$ cat src/hdl/igp_pkg.sv
/*
 Constants, types and timing counts for the inverter gate controller.
 Assumes a 250 MHz system clock and an open-drain fault line with an external pull-up.
*/
package igp_pkg;
    localparam int CLK_MHZ = 250;
    localparam int DEAD_NS = 2000;
    localparam int MIN_ON_NS = 500;
    localparam int MIN_OFF_NS = 1500;
    localparam int MIN_OFF_HI_NS = 3000;
    localparam int FAULT_MIN_NS = 40000;
    // Least times round up to whole cycles
    localparam int DEAD_CYC = (DEAD_NS * CLK_MHZ + 999) / 1000;
    localparam int MIN_ON_CYC = (MIN_ON_NS * CLK_MHZ + 999) / 1000;
    localparam int MIN_OFF_CYC = (MIN_OFF_NS * CLK_MHZ + 999) / 1000;
    localparam int MIN_OFF_HI_CYC = (MIN_OFF_HI_NS * CLK_MHZ + 999) / 1000;
    localparam int FAULT_MIN_CYC = (FAULT_MIN_NS * CLK_MHZ + 999) / 1000;
    localparam int CNT_W = 16;
    localparam int PHASES = 3;

    // One phase command pair
    typedef struct packed {
        logic high;
        logic low;
    } igp_leg_t;

    typedef enum logic [1:0] {
        LEG_OFF,
        LEG_DEAD,
        LEG_HIGH,
        LEG_LOW
    } igp_leg_st_t;
endpackage : igp_pkg

$ cat src/hdl/igp_leg.sv
/*
 One phase leg shaper: turns a requested drive into high/low gate commands.
 Assumes requests are synchronous to CLOCK and that the parent handles faults.
*/
`timescale 1ns/1ns
module igp_leg
    import igp_pkg::*;
#(
    parameter int DEAD = DEAD_CYC,
    parameter int MIN_ON = MIN_ON_CYC,
    parameter int MIN_OFF = MIN_OFF_CYC
) (
    input wire logic clock,
    input wire logic sys_rst,
    input wire logic req_high,
    input wire logic req_low,
    input wire logic hold_off,
    input wire logic hi_current,
    output igp_leg_t leg
);
    igp_leg_st_t st_ff, nxt_st;
    logic [CNT_W-1:0] cnt_ff, nxt_cnt;
    logic [CNT_W-1:0] off_min;
    logic hi_want, lo_want;

    // Request decode and off-time choice
    always_comb begin
        hi_want = req_high && !req_low && !hold_off;
        lo_want = req_low && !req_high && !hold_off;
        off_min = hi_current ? CNT_W'(MIN_OFF_HI_CYC) : CNT_W'(MIN_OFF);
    end

    // Next state: on-phases last at least MIN_ON unless held off, off dwell lasts at least dead time
    always_comb begin
        nxt_st = st_ff;
        nxt_cnt = (cnt_ff != '0) ? cnt_ff - CNT_W'(1) : cnt_ff;
        case (st_ff)
            LEG_OFF: begin
                if (hold_off) begin
                    nxt_cnt = '0;
                end else if ((hi_want || lo_want) && cnt_ff == '0) begin
                    nxt_st = hi_want ? LEG_HIGH : LEG_LOW;
                    nxt_cnt = CNT_W'(MIN_ON);
                end
            end
            LEG_HIGH, LEG_LOW: begin
                if (hold_off) begin
                    nxt_st = LEG_DEAD;
                    nxt_cnt = CNT_W'(DEAD);
                end else if (cnt_ff == '0 && !((st_ff == LEG_HIGH) ? hi_want : lo_want)) begin
                    nxt_st = LEG_DEAD;
                    nxt_cnt = (off_min > CNT_W'(DEAD)) ? off_min : CNT_W'(DEAD);
                end
            end
            LEG_DEAD: begin
                if (cnt_ff == '0) begin
                    nxt_st = LEG_OFF;
                end
            end
            default: begin
                nxt_st = LEG_OFF;
                nxt_cnt = '0;
            end
        endcase
    end

    // State registers
    always_ff @(posedge clock) begin
        if (sys_rst) begin
            st_ff <= LEG_OFF;
            cnt_ff <= '0;
        end else begin
            st_ff <= nxt_st;
            cnt_ff <= nxt_cnt;
        end
    end

    // Active high drive levels
    always_comb begin
        leg.high = (st_ff == LEG_HIGH) && !hold_off;
        leg.low = (st_ff == LEG_LOW) && !hold_off;
    end

    // Counts cycles since either gate command was last on
    logic [CNT_W-1:0] gap_ff;
    logic was_high_ff;
    always_ff @(posedge clock) begin
        if (sys_rst) begin
            gap_ff <= {CNT_W{1'b1}}; // Idle leg counts as long off
            was_high_ff <= 1'b0;
        end else begin
            if (leg.high || leg.low) begin
                gap_ff <= '0;
                was_high_ff <= leg.high;
            end else if (gap_ff != {CNT_W{1'b1}}) begin
                gap_ff <= gap_ff + CNT_W'(1);
            end
        end
    end

    property p_no_shoot;
        @(posedge clock) disable iff (sys_rst) !(leg.high && leg.low);
    endproperty
    a_no_shoot: assert property (p_no_shoot) else $error("both gates on");

    property p_dead_gap;
        @(posedge clock) disable iff (sys_rst)
            ($rose(leg.low) && was_high_ff) |-> gap_ff >= CNT_W'(DEAD - 1);
    endproperty
    a_dead_gap: assert property (p_dead_gap) else $error("side swap too fast");

    property p_dead_time;
        @(posedge clock) disable iff (sys_rst)
            ($rose(leg.high) || $rose(leg.low)) |-> (gap_ff >= CNT_W'(DEAD - 1) || $past(sys_rst));
    endproperty
    a_dead_time: assert property (p_dead_time) else $error("dead time short");

    property p_min_on;
        @(posedge clock) disable iff (sys_rst || hold_off)
            $rose(leg.high) |-> leg.high [*2];
    endproperty
    a_min_on: assert property (p_min_on) else $error("on pulse short");

    property p_min_off;
        @(posedge clock) disable iff (sys_rst)
            $fell(leg.high) |-> !leg.high [*8];
    endproperty
    a_min_off: assert property (p_min_off) else $error("off pulse short");
endmodule : igp_leg

$ cat src/hdl/igp_ctrl.sv
/*
 Controller that drives the six gate commands of a three-phase module and watches
 its open-drain fault line. Assumes a pull-up on the fault wire and synchronous pins.
*/
`timescale 1ns/1ns
module igp_ctrl
    import igp_pkg::*;
#(
    parameter int FAULT_MIN = FAULT_MIN_CYC,
    parameter int DEAD = DEAD_CYC
) (
    input wire logic CLOCK,
    input wire logic SYS_RST,
    input wire logic [PHASES-1:0] REQ_HIGH,
    input wire logic [PHASES-1:0] REQ_LOW,
    input wire logic HI_CURRENT,
    input wire logic ENABLE,
    input wire logic FAULT_ACK,
    input wire logic FAULT_OUT_IN,
    output logic FAULT_OUT_OUT,
    output logic FAULT_OUT_OE,
    output logic [PHASES-1:0] HIGH_CMD,
    output logic [PHASES-1:0] LOW_CMD,
    output logic FAULT_SEEN,
    output logic FAULT_LATCHED
);
    logic fault_n_ff, nxt_fault_n;
    logic latch_ff, nxt_latch;
    logic [CNT_W-1:0] fcnt_ff, nxt_fcnt;
    logic hold_off;
    igp_leg_t legs [PHASES];
    logic [PHASES-1:0] hi_ff, nxt_hi, lo_ff, nxt_lo;

    // Fault pin is never driven; pulled up when released
    assign FAULT_OUT_OUT = 1'b0;
    assign FAULT_OUT_OE = 1'b0;

    // Fault latch and low-time measure up to the least pulse; set beats acknowledge
    always_comb begin
        nxt_fault_n = FAULT_OUT_IN;
        nxt_latch = latch_ff;
        nxt_fcnt = fcnt_ff;
        if (!FAULT_OUT_IN) begin
            nxt_latch = 1'b1;
            if (fcnt_ff < CNT_W'(FAULT_MIN)) begin
                nxt_fcnt = fcnt_ff + CNT_W'(1);
            end
        end else begin
            nxt_fcnt = '0;
            if (FAULT_ACK) begin
                nxt_latch = 1'b0;
            end
        end
    end

    // Fault registers
    always_ff @(posedge CLOCK) begin
        if (SYS_RST) begin
            fault_n_ff <= 1'b1;
            latch_ff <= 1'b0;
            fcnt_ff <= '0;
        end else begin
            fault_n_ff <= nxt_fault_n;
            latch_ff <= nxt_latch;
            fcnt_ff <= nxt_fcnt;
        end
    end

    // Commands held off while fault stands or before acknowledge
    assign hold_off = !ENABLE || !fault_n_ff || latch_ff;
    assign FAULT_SEEN = !fault_n_ff;
    assign FAULT_LATCHED = latch_ff;

    // One shaper per phase
    genvar g;
    generate
        for (g = 0; g < PHASES; g++) begin : g_leg
            igp_leg #(
                .DEAD(DEAD),
                .MIN_ON(MIN_ON_CYC),
                .MIN_OFF(MIN_OFF_CYC)
            ) u_leg (
                .clock(CLOCK),
                .sys_rst(SYS_RST),
                .req_high(REQ_HIGH[g]),
                .req_low(REQ_LOW[g]),
                .hold_off(hold_off),
                .hi_current(HI_CURRENT),
                .leg(legs[g])
            );
            // Gate drive next values; zero under hold-off, edge restarts after
            always_comb begin
                nxt_hi[g] = legs[g].high && !hold_off;
                nxt_lo[g] = legs[g].low && !hold_off;
            end
        end
    endgenerate

    // Registered command pins
    always_ff @(posedge CLOCK) begin
        if (SYS_RST) begin
            hi_ff <= '0;
            lo_ff <= '0;
        end else begin
            hi_ff <= nxt_hi;
            lo_ff <= nxt_lo;
        end
    end
    assign HIGH_CMD = hi_ff;
    assign LOW_CMD = lo_ff;

    // Relations between the fault line, enable and the commands
    property p_fault_blocks;
        @(posedge CLOCK) disable iff (SYS_RST)
            !FAULT_OUT_IN |-> ##2 (LOW_CMD == '0 && HIGH_CMD == '0);
    endproperty
    a_fault_blocks: assert property (p_fault_blocks) else $error("cmd during fault");

    property p_latch_holds;
        @(posedge CLOCK) disable iff (SYS_RST)
            (latch_ff && !FAULT_ACK) |=> latch_ff;
    endproperty
    a_latch_holds: assert property (p_latch_holds) else $error("latch lost");

    property p_latch_set;
        @(posedge CLOCK) disable iff (SYS_RST)
            !FAULT_OUT_IN |=> latch_ff;
    endproperty
    a_latch_set: assert property (p_latch_set) else $error("fault not latched");

    property p_count_run;
        @(posedge CLOCK) disable iff (SYS_RST)
            (!FAULT_OUT_IN && fcnt_ff < CNT_W'(FAULT_MIN))
                |=> fcnt_ff == $past(fcnt_ff) + CNT_W'(1);
    endproperty
    a_count_run: assert property (p_count_run) else $error("fault count stuck");

    property p_pin_released;
        @(posedge CLOCK) disable iff (SYS_RST) !FAULT_OUT_OE;
    endproperty
    a_pin_released: assert property (p_pin_released) else $error("fault pin driven");

    property p_no_fight;
        @(posedge CLOCK) disable iff (SYS_RST) (HIGH_CMD & LOW_CMD) == '0;
    endproperty
    a_no_fight: assert property (p_no_fight) else $error("leg shoot through");

    property p_disable;
        @(posedge CLOCK) disable iff (SYS_RST)
            !ENABLE |-> ##2 (HIGH_CMD == '0 && LOW_CMD == '0);
    endproperty
    a_disable: assert property (p_disable) else $error("cmd while disabled");
endmodule : igp_ctrl

$ cat config.mk
export PLATFORM = sky130hd
export DESIGN_NAME = igp_ctrl
export DESIGN_NICKNAME = d
export VERILOG_FILES = /design/src/hdl/igp_pkg.sv /design/src/hdl/igp_leg.sv /design/src/hdl/igp_ctrl.sv
export SDC_FILE = /design/constraint.sdc
export NUM_CORES = 1
export LEC_CHECK = 0
export ABC_AREA = 0
export BUFFER_PORTS_ARGS = -buffer_cell sky130_fd_sc_hd__buf_2
export CAP_MARGIN = 20
export CELL_PAD_IN_SITES_DETAIL_PLACEMENT = 1
export CELL_PAD_IN_SITES_GLOBAL_PLACEMENT = 1
export CORE_MARGIN = 2
export CORE_UTILIZATION = 42
export CTS_CLUSTER_SIZE = 28
export DETAILED_ROUTE_END_ITERATION = 16
export HOLD_SLACK_MARGIN = 0.12
export PLACE_DENSITY = 0.75
export SLEW_MARGIN = 5
export SYNTH_ARGS = -nofsm -noshare
export SYNTH_HDL_FRONTEND = slang
export SYNTH_HIERARCHICAL = 1
export SYNTH_SLANG_ARGS = --single-unit
$ cat constraint.sdc
create_clock -name CLOCK -period 2.03 [get_ports CLOCK]
set_clock_uncertainty 0.2 [all_clocks]
set_input_delay 0.3045 -clock CLOCK [delete_from_list [all_inputs] [get_ports CLOCK]]
set_output_delay 0.3045 -clock CLOCK [all_outputs]
set_load 0.01 [all_outputs]
==> flow_metrics.env, run 1 <==
export IMPL_grtUsageTotal_pct=29.45
export IMPL_synth_edf_count=0
export IMPL_gr_total_overflow=0
export IMPL_row_count=35
export IMPL_wirelength_mm=18.62
export IMPL_synth_top_family_by_area="simple AND/OR/NAND/NOR gates"
export IMPL_critPathMaxFanout=4
export IMPL_clk_pin_slew_ns=0.07
export IMPL_setup_viol=44
export IMPL_grt_pass1_vias=4711
export IMPL_grt_pass1_wl_mm=23.79
export IMPL_globalplace_congestion=0.9078
export IMPL_core_mm2=0.009196
export IMPL_antennaDiodeCount=0
export IMPL_die_h_um=100.9
export IMPL_synthCells=482
export IMPL_yosys_area_share_simple_pct=34.39
export IMPL_synth_compound_area_share_pct=22.85
export IMPL_wire_per_inst_um=24.99
export IMPL_drtIter0Drc=357
export IMPL_yosysSeqAreaShare_pct=31.44
export IMPL_grt_max_degree=22
export IMPL_start_kind="flip-flop"
export IMPL_synth_xor_area_share_pct=5.325
export IMPL_drv_slew=0
export IMPL_placed_area_mm2=0.004843
export IMPL_ant_nets=0
export IMPL_detail_route_first_pass_iterations=5
export IMPL_rsz0062_at_grt="yes"
export IMPL_power_frac_seq_pct=14.5
export IMPL_die_x_um=100.9
export IMPL_fin_util_pct=65.77
export IMPL_fmax_mhz=451.9
export IMPL_hold_violations=0
export IMPL_end_kind="flip-flop"
export IMPL_finalWorstSetupSlack_ns=-0.1830
export IMPL_stdcell_area_mm2=0.006048
export IMPL_ys_seq_elements=62
export IMPL_violations="negative setup slack"
export IMPL_switching_power_uw=6068
export IMPL_synth_area_mux_share_pct=0.7607
export IMPL_area_growth_syn_to_layout_pct=53.22
export IMPL_fin_hold_ws_ns=0.1804
export IMPL_layout_common_cells="buf_4 (114), dfxtp_1 (45), nor2_1 (41), nand2_1 (35), a21oi_1 (25)"
export IMPL_syn_cell_area_mm2=0.003948
export IMPL_avgSynthCellArea_um2=8.190
export IMPL_clkLatencyLatePin_ns=0.36
export IMPL_fin_nets=646
export IMPL_viasPerCell=6.381
export IMPL_synthFlopType="dfxtp_1"
export IMPL_period_needed_ns=2.213
export IMPL_dp_hpwl_mm=9.675
export IMPL_io_buffer_count=19
export IMPL_start_util_pct=42.93
export IMPL_h_tree_depth=3
export IMPL_ioPinCount=22
export IMPL_critPathKind="flip-flop to flip-flop"
export IMPL_synth_warnings=6
export IMPL_clockBufferDepth=2
export IMPL_cts_sinks=62
export IMPL_tritoncts_num_buffers=9
export IMPL_cp_arrival_ns=2.27
export IMPL_clkPwrFrac_pct=8.9
export IMPL_p_comb_share_pct=76.6
export IMPL_switching_share_pct=47.45
export IMPL_final_common_cell="buf_4"
export IMPL_synthAdderAreaFrac_pct=0.9509
export IMPL_ir_drop_uv=1013
export IMPL_min_path_type="primary input to flip-flop"
export IMPL_power_density_mw_per_mm2=2115
export IMPL_period_share_pct=109.0
export IMPL_ctsRootBufferMaster="clkbuf_8"
export IMPL_antenna_found_initial=0
export IMPL_internal_power_uw=6722
export IMPL_synthArstFlopShare_pct=0
export IMPL_cp_required_ns=2.09
export IMPL_outcome="complete, but fails checks"
export IMPL_ys_types=53
export IMPL_vias=4754
export IMPL_cts_tree="yes"
export IMPL_power_leakage_uw=0.002395
export IMPL_power_uw=12790
export IMPL_drv_cap=0
export IMPL_die_area_mm2=0.01019
export IMPL_drive_gt1_share_pct=48.26
export IMPL_route_detailed_drc=0
-- critical path, stage by stage, from the launching register on --
cell and delay [ns]:
dfxtp_2 0.34, nor4_4 0.39, buf_4 0.19, nand4_4 0.19, or4b_4 0.59, a31oi_1 0.22
-- synthesized netlist by cell type, drive strengths merged (4+ instances only) --
| cell type | count | area, um2 |
|---|---|---|
| o21ai | 18 | 90.09 |
| nand2 | 36 | 135.1 |
| nand3 | 6 | 30.03 |
| xor2 | 21 | 183.9 |
| a21oi | 37 | 185.2 |
| o2bb2ai | 6 | 52.55 |
| nor3 | 24 | 135.1 |
| or4 | 6 | 45.04 |
| nand4b | 9 | 78.83 |
| nor2 | 45 | 168.9 |
| nor4 | 15 | 138.9 |
| dfxtp | 62 | 1241 |
| o21bai | 9 | 78.82 |
| o31a | 6 | 52.55 |
| clkbuf | 12 | 45.04 |
| or3b | 6 | 52.56 |
| nor3b | 6 | 60.06 |
| buf | 11 | 60.05 |
| nor2b | 12 | 75.07 |
| a31oi | 18 | 112.6 |
| or2 | 4 | 25.03 |
| nand3b | 7 | 52.55 |
| inv | 16 | 60.06 |
| and2 | 9 | 56.30 |
| nand2b | 10 | 62.56 |
| a41oi | 6 | 52.55 |
| nand4 | 9 | 75.08 |
| or3 | 9 | 56.30 |
-- final cells by class --
cell class / count / area, um2
well taps: 111 / 138.9
repair buffers: 160 / 1265
flip-flops and latches: 62 / 1270
clock buffers: 13 / 158.9
fillers: 1061 / 3148
inverters: 16 / 62.56
clock inverters: 1 / 30.03
multi-input cells: 382 / 3123
-- sequential cells by signal (all words and copies together) (netlist names) --
name	count
HIGH_CMD	3
fault_n_ff	1
g_leg.u_leg/st_ff	6
FAULT_LATCHED	1
LOW_CMD	3
g_leg.u_leg/cnt_ff	48
-- power groups by stage --
stage	registers (uW)	clock network (uW)	logic, uW
final	1850	1140	9800
after global routing	1870	1210	10200
after CTS	1760	1120	7200
after detailed placement	1750	0	6400
after global placement	1740	0	6130
after floorplan	1720	0	3840
-- metrics by stage --
step	worst slack [ns]	instances	setup TNS (ns)
6_report	-0.1830	745	-3.190
3_5_place_dp	-0.1781	690	-2.717
3_3_place_gp	-0.04199	690	-0.2892
2_1_floorplan	0.006784	483	0
4_1_cts	-0.07654	725	-0.2615
5_1_grt	-0.2209	745	-5.896
-- cells by family after synthesis --
| logic type | count (synthesis) |
|---|---|
| xor+xnor | 24 |
| mux | 3 |
| flops | 62 |
| simple gates | 223 |
| other cells | 1 |
| fa+ha+maj | 3 |
| compound gates | 127 |
| buf+inv | 39 |
-- timing repair --
item	4_1_cts	5_1_grt
buffers inserted	19	22
setup endpoints to repair	46	53
gates resized for setup	46	119
hold buffers	2	0
endpoints found under the hold margin	2	0
pin swaps	20	67
-- path summary, 6_finish.rpt --
| kind | start | to | slack [ns] | cells after the start |
|---|---|---|---|---|
| hold / removal | SYS_RST | g_leg[1].u_leg/st_ff[1]$_SDFFE_PP0P_ | 0.18 | 2 |
| setup reg to reg | g_leg[0].u_leg/cnt_ff[13]$_SDFF_PP0_ | g_leg[0].u_leg/cnt_ff[3]$_SDFF_PP0_ | -0.18 | 5 |
| hold reg to reg | g_leg[1].u_leg/cnt_ff[15]$_SDFF_PP0_ | g_leg[1].u_leg/cnt_ff[15]$_SDFF_PP0_ | 0.34 | 2 |
| setup / recovery | g_leg[0].u_leg/cnt_ff[13]$_SDFF_PP0_ | g_leg[0].u_leg/cnt_ff[3]$_SDFF_PP0_ | -0.18 | 5 |
-- metal layers --
metal	track usage, %	wire (um)	vias up
met1	34.23	7151	2369
li1	-	-	2076
met4	13.20	1100	0
met2	53.49	9460	217
met3	3.953	906	92
met5	0	0	-
Power figures use the tool's default switching activity.
==> inputs of run 2 (changes only) <==
--- a/config.mk
+++ b/config.mk
@@ -11,11 +11,11 @@
 export CELL_PAD_IN_SITES_DETAIL_PLACEMENT = 1
 export CELL_PAD_IN_SITES_GLOBAL_PLACEMENT = 1
 export CORE_MARGIN = 2
-export CORE_UTILIZATION = 42
+export CORE_UTILIZATION = 46
 export CTS_CLUSTER_SIZE = 28
 export DETAILED_ROUTE_END_ITERATION = 16
 export HOLD_SLACK_MARGIN = 0.12
-export PLACE_DENSITY = 0.75
+export PLACE_DENSITY = 0.78
 export SLEW_MARGIN = 5
 export SYNTH_ARGS = -nofsm -noshare
 export SYNTH_HDL_FRONTEND = slang
==> constraint.sdc (replaced) <==
create_clock -name CLOCK -period 2.5 [get_ports CLOCK]
set_clock_uncertainty 0.2 [all_clocks]
set_input_delay 0.375 -clock CLOCK [delete_from_list [all_inputs] [get_ports CLOCK]]
set_output_delay 0.375 -clock CLOCK [all_outputs]
set_load 0.01 [all_outputs]
==> flow_metrics.env, run 2 (synthesis results as in run 1) <==
export IMPL_dpl_worst_slack_ns=0.2320
export IMPL_viasPerCell=6.191
export IMPL_min_path_type="primary input to flip-flop"
export IMPL_outcome="completed"
export IMPL_finalWorstSetupSlack_ns=0.1525
export IMPL_stdcell_area_mm2=0.004463
export IMPL_wire_per_inst_um=18.30
export IMPL_cts_tree="yes"
export IMPL_die_x_um=96.64
export IMPL_instances_no_fill=617
export IMPL_power_leakage_uw=0.001685
export IMPL_cp_required_ns=2.51
export IMPL_h_tree_depth=3
export IMPL_drv_cap=0
export IMPL_startpoint="g_leg[0].u_leg/cnt_ff[6]$_SDFF_PP0_"
export IMPL_grt_max_degree=45
export IMPL_critPathMaxFanout=7
export IMPL_clockBufferDepth=2
export IMPL_start_kind="flip-flop"
export IMPL_antennaDiodeCount=0
export IMPL_ir_drop_uv=794.3
export IMPL_critPathKind="flip-flop to flip-flop"
export IMPL_holdPathEnd="g_leg[0].u_leg/cnt_ff[3]$_SDFF_PP0_"
export IMPL_r2r_cells=5
export IMPL_largest_register_ffs=48
export IMPL_fin_nets=522
export IMPL_largest_register="g_leg.u_leg/cnt_ff"
export IMPL_grtUsageTotal_pct=24.57
export IMPL_row_count=33
export IMPL_ant_nets=0
export IMPL_power_density_mw_per_mm2=1498
export IMPL_clk_pin_slew_ns=0.08
export IMPL_gr_total_overflow=0
export IMPL_core_mm2=0.008258
export IMPL_reg_top3="g_leg.u_leg/cnt_ff x48, g_leg.u_leg/st_ff x6"
export IMPL_cts_hold_buf=2
export IMPL_io_buffer_count=19
export IMPL_wirelength_mm=11.29
export IMPL_detail_route_first_pass_iterations=4
export IMPL_post_cts_buffers=0
export IMPL_fin_util_pct=54.05
export IMPL_route_detailed_drc=0
export IMPL_setup_viol=0
export IMPL_fmax_mhz=426.0
export IMPL_whs_path_depth=4
export IMPL_end_kind="flip-flop"
export IMPL_period_share_pct=93.90
export IMPL_area_growth_syn_to_layout_pct=13.06
export IMPL_globalplace_congestion=0.9271
export IMPL_vias=3820
export IMPL_ioPinCount=22
export IMPL_placed_area_mm2=0.004210
export IMPL_timing_rr_start="g_leg[0].u_leg/cnt_ff[6]$_SDFF_PP0_"
export IMPL_cp_arrival_ns=2.36
export IMPL_rsz0062_at_grt="no"
export IMPL_drv_slew=0
export IMPL_setup_tns_final_ns=0
export IMPL_ctsRootBufferMaster="clkbuf_8"
export IMPL_period_needed_ns=2.348
export IMPL_rr_endpoint="g_leg[0].u_leg/cnt_ff[12]$_SDFF_PP0_"
export IMPL_slew_headroom_pct=57.36
export IMPL_reg2reg_slack_ns=0.15
export IMPL_tightest_slew_ns=0.6338
export IMPL_post_cts_resize_count=0
export IMPL_drtIter0Drc=161
export IMPL_dp_hpwl_mm=8.008
export IMPL_antenna_found_initial=0
export IMPL_grt_pass1_vias=3885
export IMPL_tritoncts_num_buffers=9
export IMPL_layout_common_cells="dfxtp_1 (62), nor2_1 (45), a21oi_1 (37), nand2_1 (36)"
export IMPL_die_h_um=96.64
export IMPL_die_area_mm2=0.009338
export IMPL_num_fill_cells=1017
export IMPL_grt_pass1_wl_mm=19.35
export IMPL_clkLatencyLatePin_ns=0.34
export IMPL_cts_sinks=62
export IMPL_dp_cells=599
export IMPL_min_from="REQ_HIGH[0]"
export IMPL_hold_violations=0
export IMPL_start_util_pct=47.80
export IMPL_final_common_cell="dfxtp_1"
export IMPL_drive_gt1_share_pct=16.21
run 2: changes by cell type in the layout (fill, tap and decap cells not counted), sizes merged:
cell / previous run / this run
clkbuf: 13 / 11
buf: 158 / 34
clkinv: 0 / 2
clkinvlp: 0 / 1
bufinv: 1 / 2
run 2: worst max-delay path by stage:
| stage | endpoint | slack [ns] | cells past startpoint |
|---|---|---|---|
| CTS | g_leg[1].u_leg/cnt_ff[6]$_SDFF_PP0_ | 0.19 | 7 |
| detailed placement | g_leg[1].u_leg/cnt_ff[2]$_SDFF_PP0_ | 0.23 | 8 |
| floorplan | g_leg[2].u_leg/cnt_ff[6]$_SDFF_PP0_ | 0.48 | 7 |
| finish | g_leg[0].u_leg/cnt_ff[12]$_SDFF_PP0_ | 0.15 | 5 |
| global placement | g_leg[1].u_leg/cnt_ff[6]$_SDFF_PP0_ | 0.32 | 7 |
| global route | g_leg[2].u_leg/cnt_ff[6]$_SDFF_PP0_ | 0.04 | 7 |
run 2: worst max-delay path: stages, from the launching register on:
cell,delay (ns)
dfxtp_1,0.35
nor4_1,0.60
and4_1,0.49
a31oi_1,0.19
o21bai_2,0.30
nor2_1,0.10
run 2: stage by stage:
stage	power, uW	hold WS [ns]
after CTS	6663	0.2761
after detailed placement	5547	0.2959
after global placement	5378	0.2792
after global routing	7238	0.3156
final	6687	0.2883
after floorplan	4519	0.2441
run 2: layout make-up:
type                    count  area, um2  share of cell area, %
well taps                 105      131.4                  2.944
clock buffers              11      151.4                  3.392
multi-input cells         382       2545                  57.02
clock inverters             5      81.33                  1.822
repair buffers             36      252.7                  5.663
inverters                  16      60.06                  1.346
flip-flops and latches     62       1241                  27.81
run 2: routing by layer:
| metal | wire length [um] | part of all wire, % | up-vias | GRT usage, % |
|---|---|---|---|---|
| met2 | 5484 | 49 | 77 | 40.76 |
| met5 | 0 | 0 | - | 0 |
| li1 | - | - | 1841 | - |
| met4 | 97 | 0.86 | 0 | 6.176 |
| met1 | 5320 | 47 | 1891 | 33.80 |
| met3 | 388 | 3.4 | 11 | 3.324 |
run 2: power breakdown:
group	total, uW	internal, uW	leakage, uW	switching [uW]
clock network	1040	616	0.000116	423
logic	4180	1590	0.00107	2580
registers	1470	1200	0.000503	270
==> inputs of run 3 (changes only) <==
--- a/config.mk
+++ b/config.mk
@@ -15,7 +15,7 @@
 export CTS_CLUSTER_SIZE = 28
 export DETAILED_ROUTE_END_ITERATION = 16
 export HOLD_SLACK_MARGIN = 0.12
-export PLACE_DENSITY = 0.78
+export PLACE_DENSITY = 0.75
 export SLEW_MARGIN = 5
 export SYNTH_ARGS = -nofsm -noshare
 export SYNTH_HDL_FRONTEND = slang
==> flow_metrics.env, run 3 (synthesis results as in run 1) <==
export IMPL_startpoint="g_leg[1].u_leg/cnt_ff[6]$_SDFF_PP0_"
export IMPL_path_cells="nor4_1 -> nand4_2 -> or4b_4 -> a31oi_1"
export IMPL_placed_area_mm2=0.004240
export IMPL_tritoncts_num_buffers=9
export IMPL_io_buffer_count=19
export IMPL_stdcell_area_mm2=0.004444
export IMPL_period_needed_ns=2.274
export IMPL_grt_pass1_vias=3854
export IMPL_rsz0062_at_grt="no"
export IMPL_row_count=33
export IMPL_dp_hpwl_mm=7.997
export IMPL_detail_route_first_pass_iterations=4
export IMPL_antenna_found_initial=0
export IMPL_critPathSlowestCell="or4b_4"
export IMPL_wirelength_mm=11.12
export IMPL_grt_pass1_wl_mm=18.91
export IMPL_hold_violations=0
export IMPL_seq_area_mm2=0.001241
export IMPL_largest_register="g_leg.u_leg/cnt_ff"
export IMPL_ioPinCount=22
export IMPL_fmax_mhz=439.8
export IMPL_viasPerCell=6.097
export IMPL_min_path_type="primary input to flip-flop"
export IMPL_fin_nets=527
export IMPL_start_kind="flip-flop"
export IMPL_power_density_mw_per_mm2=1460
export IMPL_rr_endpoint="g_leg[1].u_leg/cnt_ff[9]$_SDFF_PP0_"
export IMPL_die_x_um=96.64
export IMPL_antennaDiodeCount=0
export IMPL_reg2reg_slack_ns=0.23
export IMPL_period_share_pct=90.95
export IMPL_tightest_slew_ns=0.5703
export IMPL_critPathKind="flip-flop to flip-flop"
export IMPL_holdPathEnd="g_leg[0].u_leg/cnt_ff[1]$_SDFF_PP0_"
export IMPL_clk_pin_slew_ns=0.07
export IMPL_grtUsageTotal_pct=24.28
export IMPL_start_util_pct=47.80
export IMPL_reg_top3="g_leg.u_leg/cnt_ff x48, g_leg.u_leg/st_ff x6"
export IMPL_drive_gt1_share_pct=16.67
export IMPL_clkLatencyLatePin_ns=0.34
export IMPL_power_leakage_uw=0.001685
export IMPL_multi_input_area_mm2=0.002545
export IMPL_slew_headroom_pct=61.63
export IMPL_ir_drop_uv=691.0
export IMPL_layout_common_cells="dfxtp_1 (62), nor2_1 (45), a21oi_1 (37), nand2_1 (36)"
export IMPL_timing_rr_start="g_leg[1].u_leg/cnt_ff[6]$_SDFF_PP0_"
export IMPL_core_mm2=0.008258
export IMPL_fin_hold_ws_ns=0.3212
export IMPL_cp_arrival_ns=2.34
export IMPL_largest_register_ffs=48
export IMPL_h_tree_depth=3
export IMPL_drv_slew=0
export IMPL_die_h_um=96.64
export IMPL_cts_sinks=62
export IMPL_cts_tree="yes"
export IMPL_min_from="HI_CURRENT"
export IMPL_gr_total_overflow=0
export IMPL_outcome="completed"
export IMPL_ctsRootBufferMaster="clkbuf_8"
export IMPL_critPathMaxFanout=6
export IMPL_num_fill_cells=1056
export IMPL_final_common_cell="dfxtp_1"
export IMPL_globalplace_congestion=0.9297
export IMPL_clockBufferDepth=2
export IMPL_cpPeakStageDelay_ns=0.59
export IMPL_end_kind="flip-flop"
export IMPL_setup_tns_final_ns=0
export IMPL_vias=3786
export IMPL_setup_viol=0
export IMPL_drv_cap=0
export IMPL_die_area_mm2=0.009338
export IMPL_route_detailed_drc=0
export IMPL_drtIter0Drc=137
export IMPL_cp_required_ns=2.56
export IMPL_area_growth_syn_to_layout_pct=12.58
export IMPL_ant_nets=0
export IMPL_wire_per_inst_um=17.91
export IMPL_r2r_cells=4
export IMPL_whs_path_depth=4
export IMPL_grt_max_degree=40
==> run 3: cell count changes in the layout (fill, tap and decap cells not counted), sizes merged <==
cell,delta
buf,+4
bufinv,-2
clkinv,+1
dlygate4sd3,+1
==> run 3: worst max path at each step <==
stage	end	slack, ns
floorplan	g_leg[2].u_leg/cnt_ff[6]$_SDFF_PP0_	0.48
global placement	g_leg[0].u_leg/cnt_ff[5]$_SDFF_PP0_	0.30
detailed placement	g_leg[2].u_leg/cnt_ff[14]$_SDFF_PP0_	0.26
CTS	g_leg[0].u_leg/cnt_ff[5]$_SDFF_PP0_	0.24
global route	g_leg[0].u_leg/cnt_ff[5]$_SDFF_PP0_	0.005
finish	g_leg[1].u_leg/cnt_ff[9]$_SDFF_PP0_	0.23
==> run 3: final cells by class <==
class                           count  area share, %
Multi-Input combinational cell    382          57.26
Timing Repair Buffer               41          6.588
Tap cell                          105          2.956
Sequential cell                    62          27.93
Inverter                           16          1.351
Clock buffer                       11          3.407
Clock inverter                      4         0.5068
==> run 3: metrics by stage <==
stage	total power, uW	setup slack [ns]	utilization, %	instances
2_1_floorplan	4519	0.4768	-	483
3_3_place_gp	5464	0.2961	51.35	603
3_5_place_dp	5617	0.2579	51.35	603
4_1_cts	6479	0.2365	53.82	621
5_1_grt	7049	0.004713	53.82	621
6_report	6487	0.2261	53.82	621
==> run 3: worst max-delay path: cells and delay by family (launching register included) <==
kind	cells	cell delay, ns
flip-flops	1	0.35
AND/OR/NAND/NOR	3	1.46
AO/OA/AOI/OAI	1	0.18
==> run 3: where the power goes <==
| part | switching (uW) | total [uW] | leakage (uW) | internal, uW |
|---|---|---|---|---|
| Clock | 397 | 800 | 0.0000910 | 403 |
| Combinational | 2590 | 4240 | 0.00109 | 1650 |
| Sequential | 248 | 1450 | 0.000503 | 1200 |
==> run 3: per-layer routing <==
| metal | GRT usage (%) | up-vias | part of all wire [%] |
|---|---|---|---|
| met5 | 0 | - | 0 |
| met4 | 8.234 | 0 | 1.5 |
| met3 | 2.962 | 15 | 2.7 |
| met2 | 40.87 | 62 | 48 |
| met1 | 32.24 | 1867 | 48 |
| li1 | - | 1842 | - |
==> run 3: what timing repair did <==
item / CTS / global route
setup buffers: 0 / 0
hold endpoints to repair: 3 / 0
resized for setup: 0 / 0
hold buffers: 3 / 0
setup endpoints to repair: 0 / 0
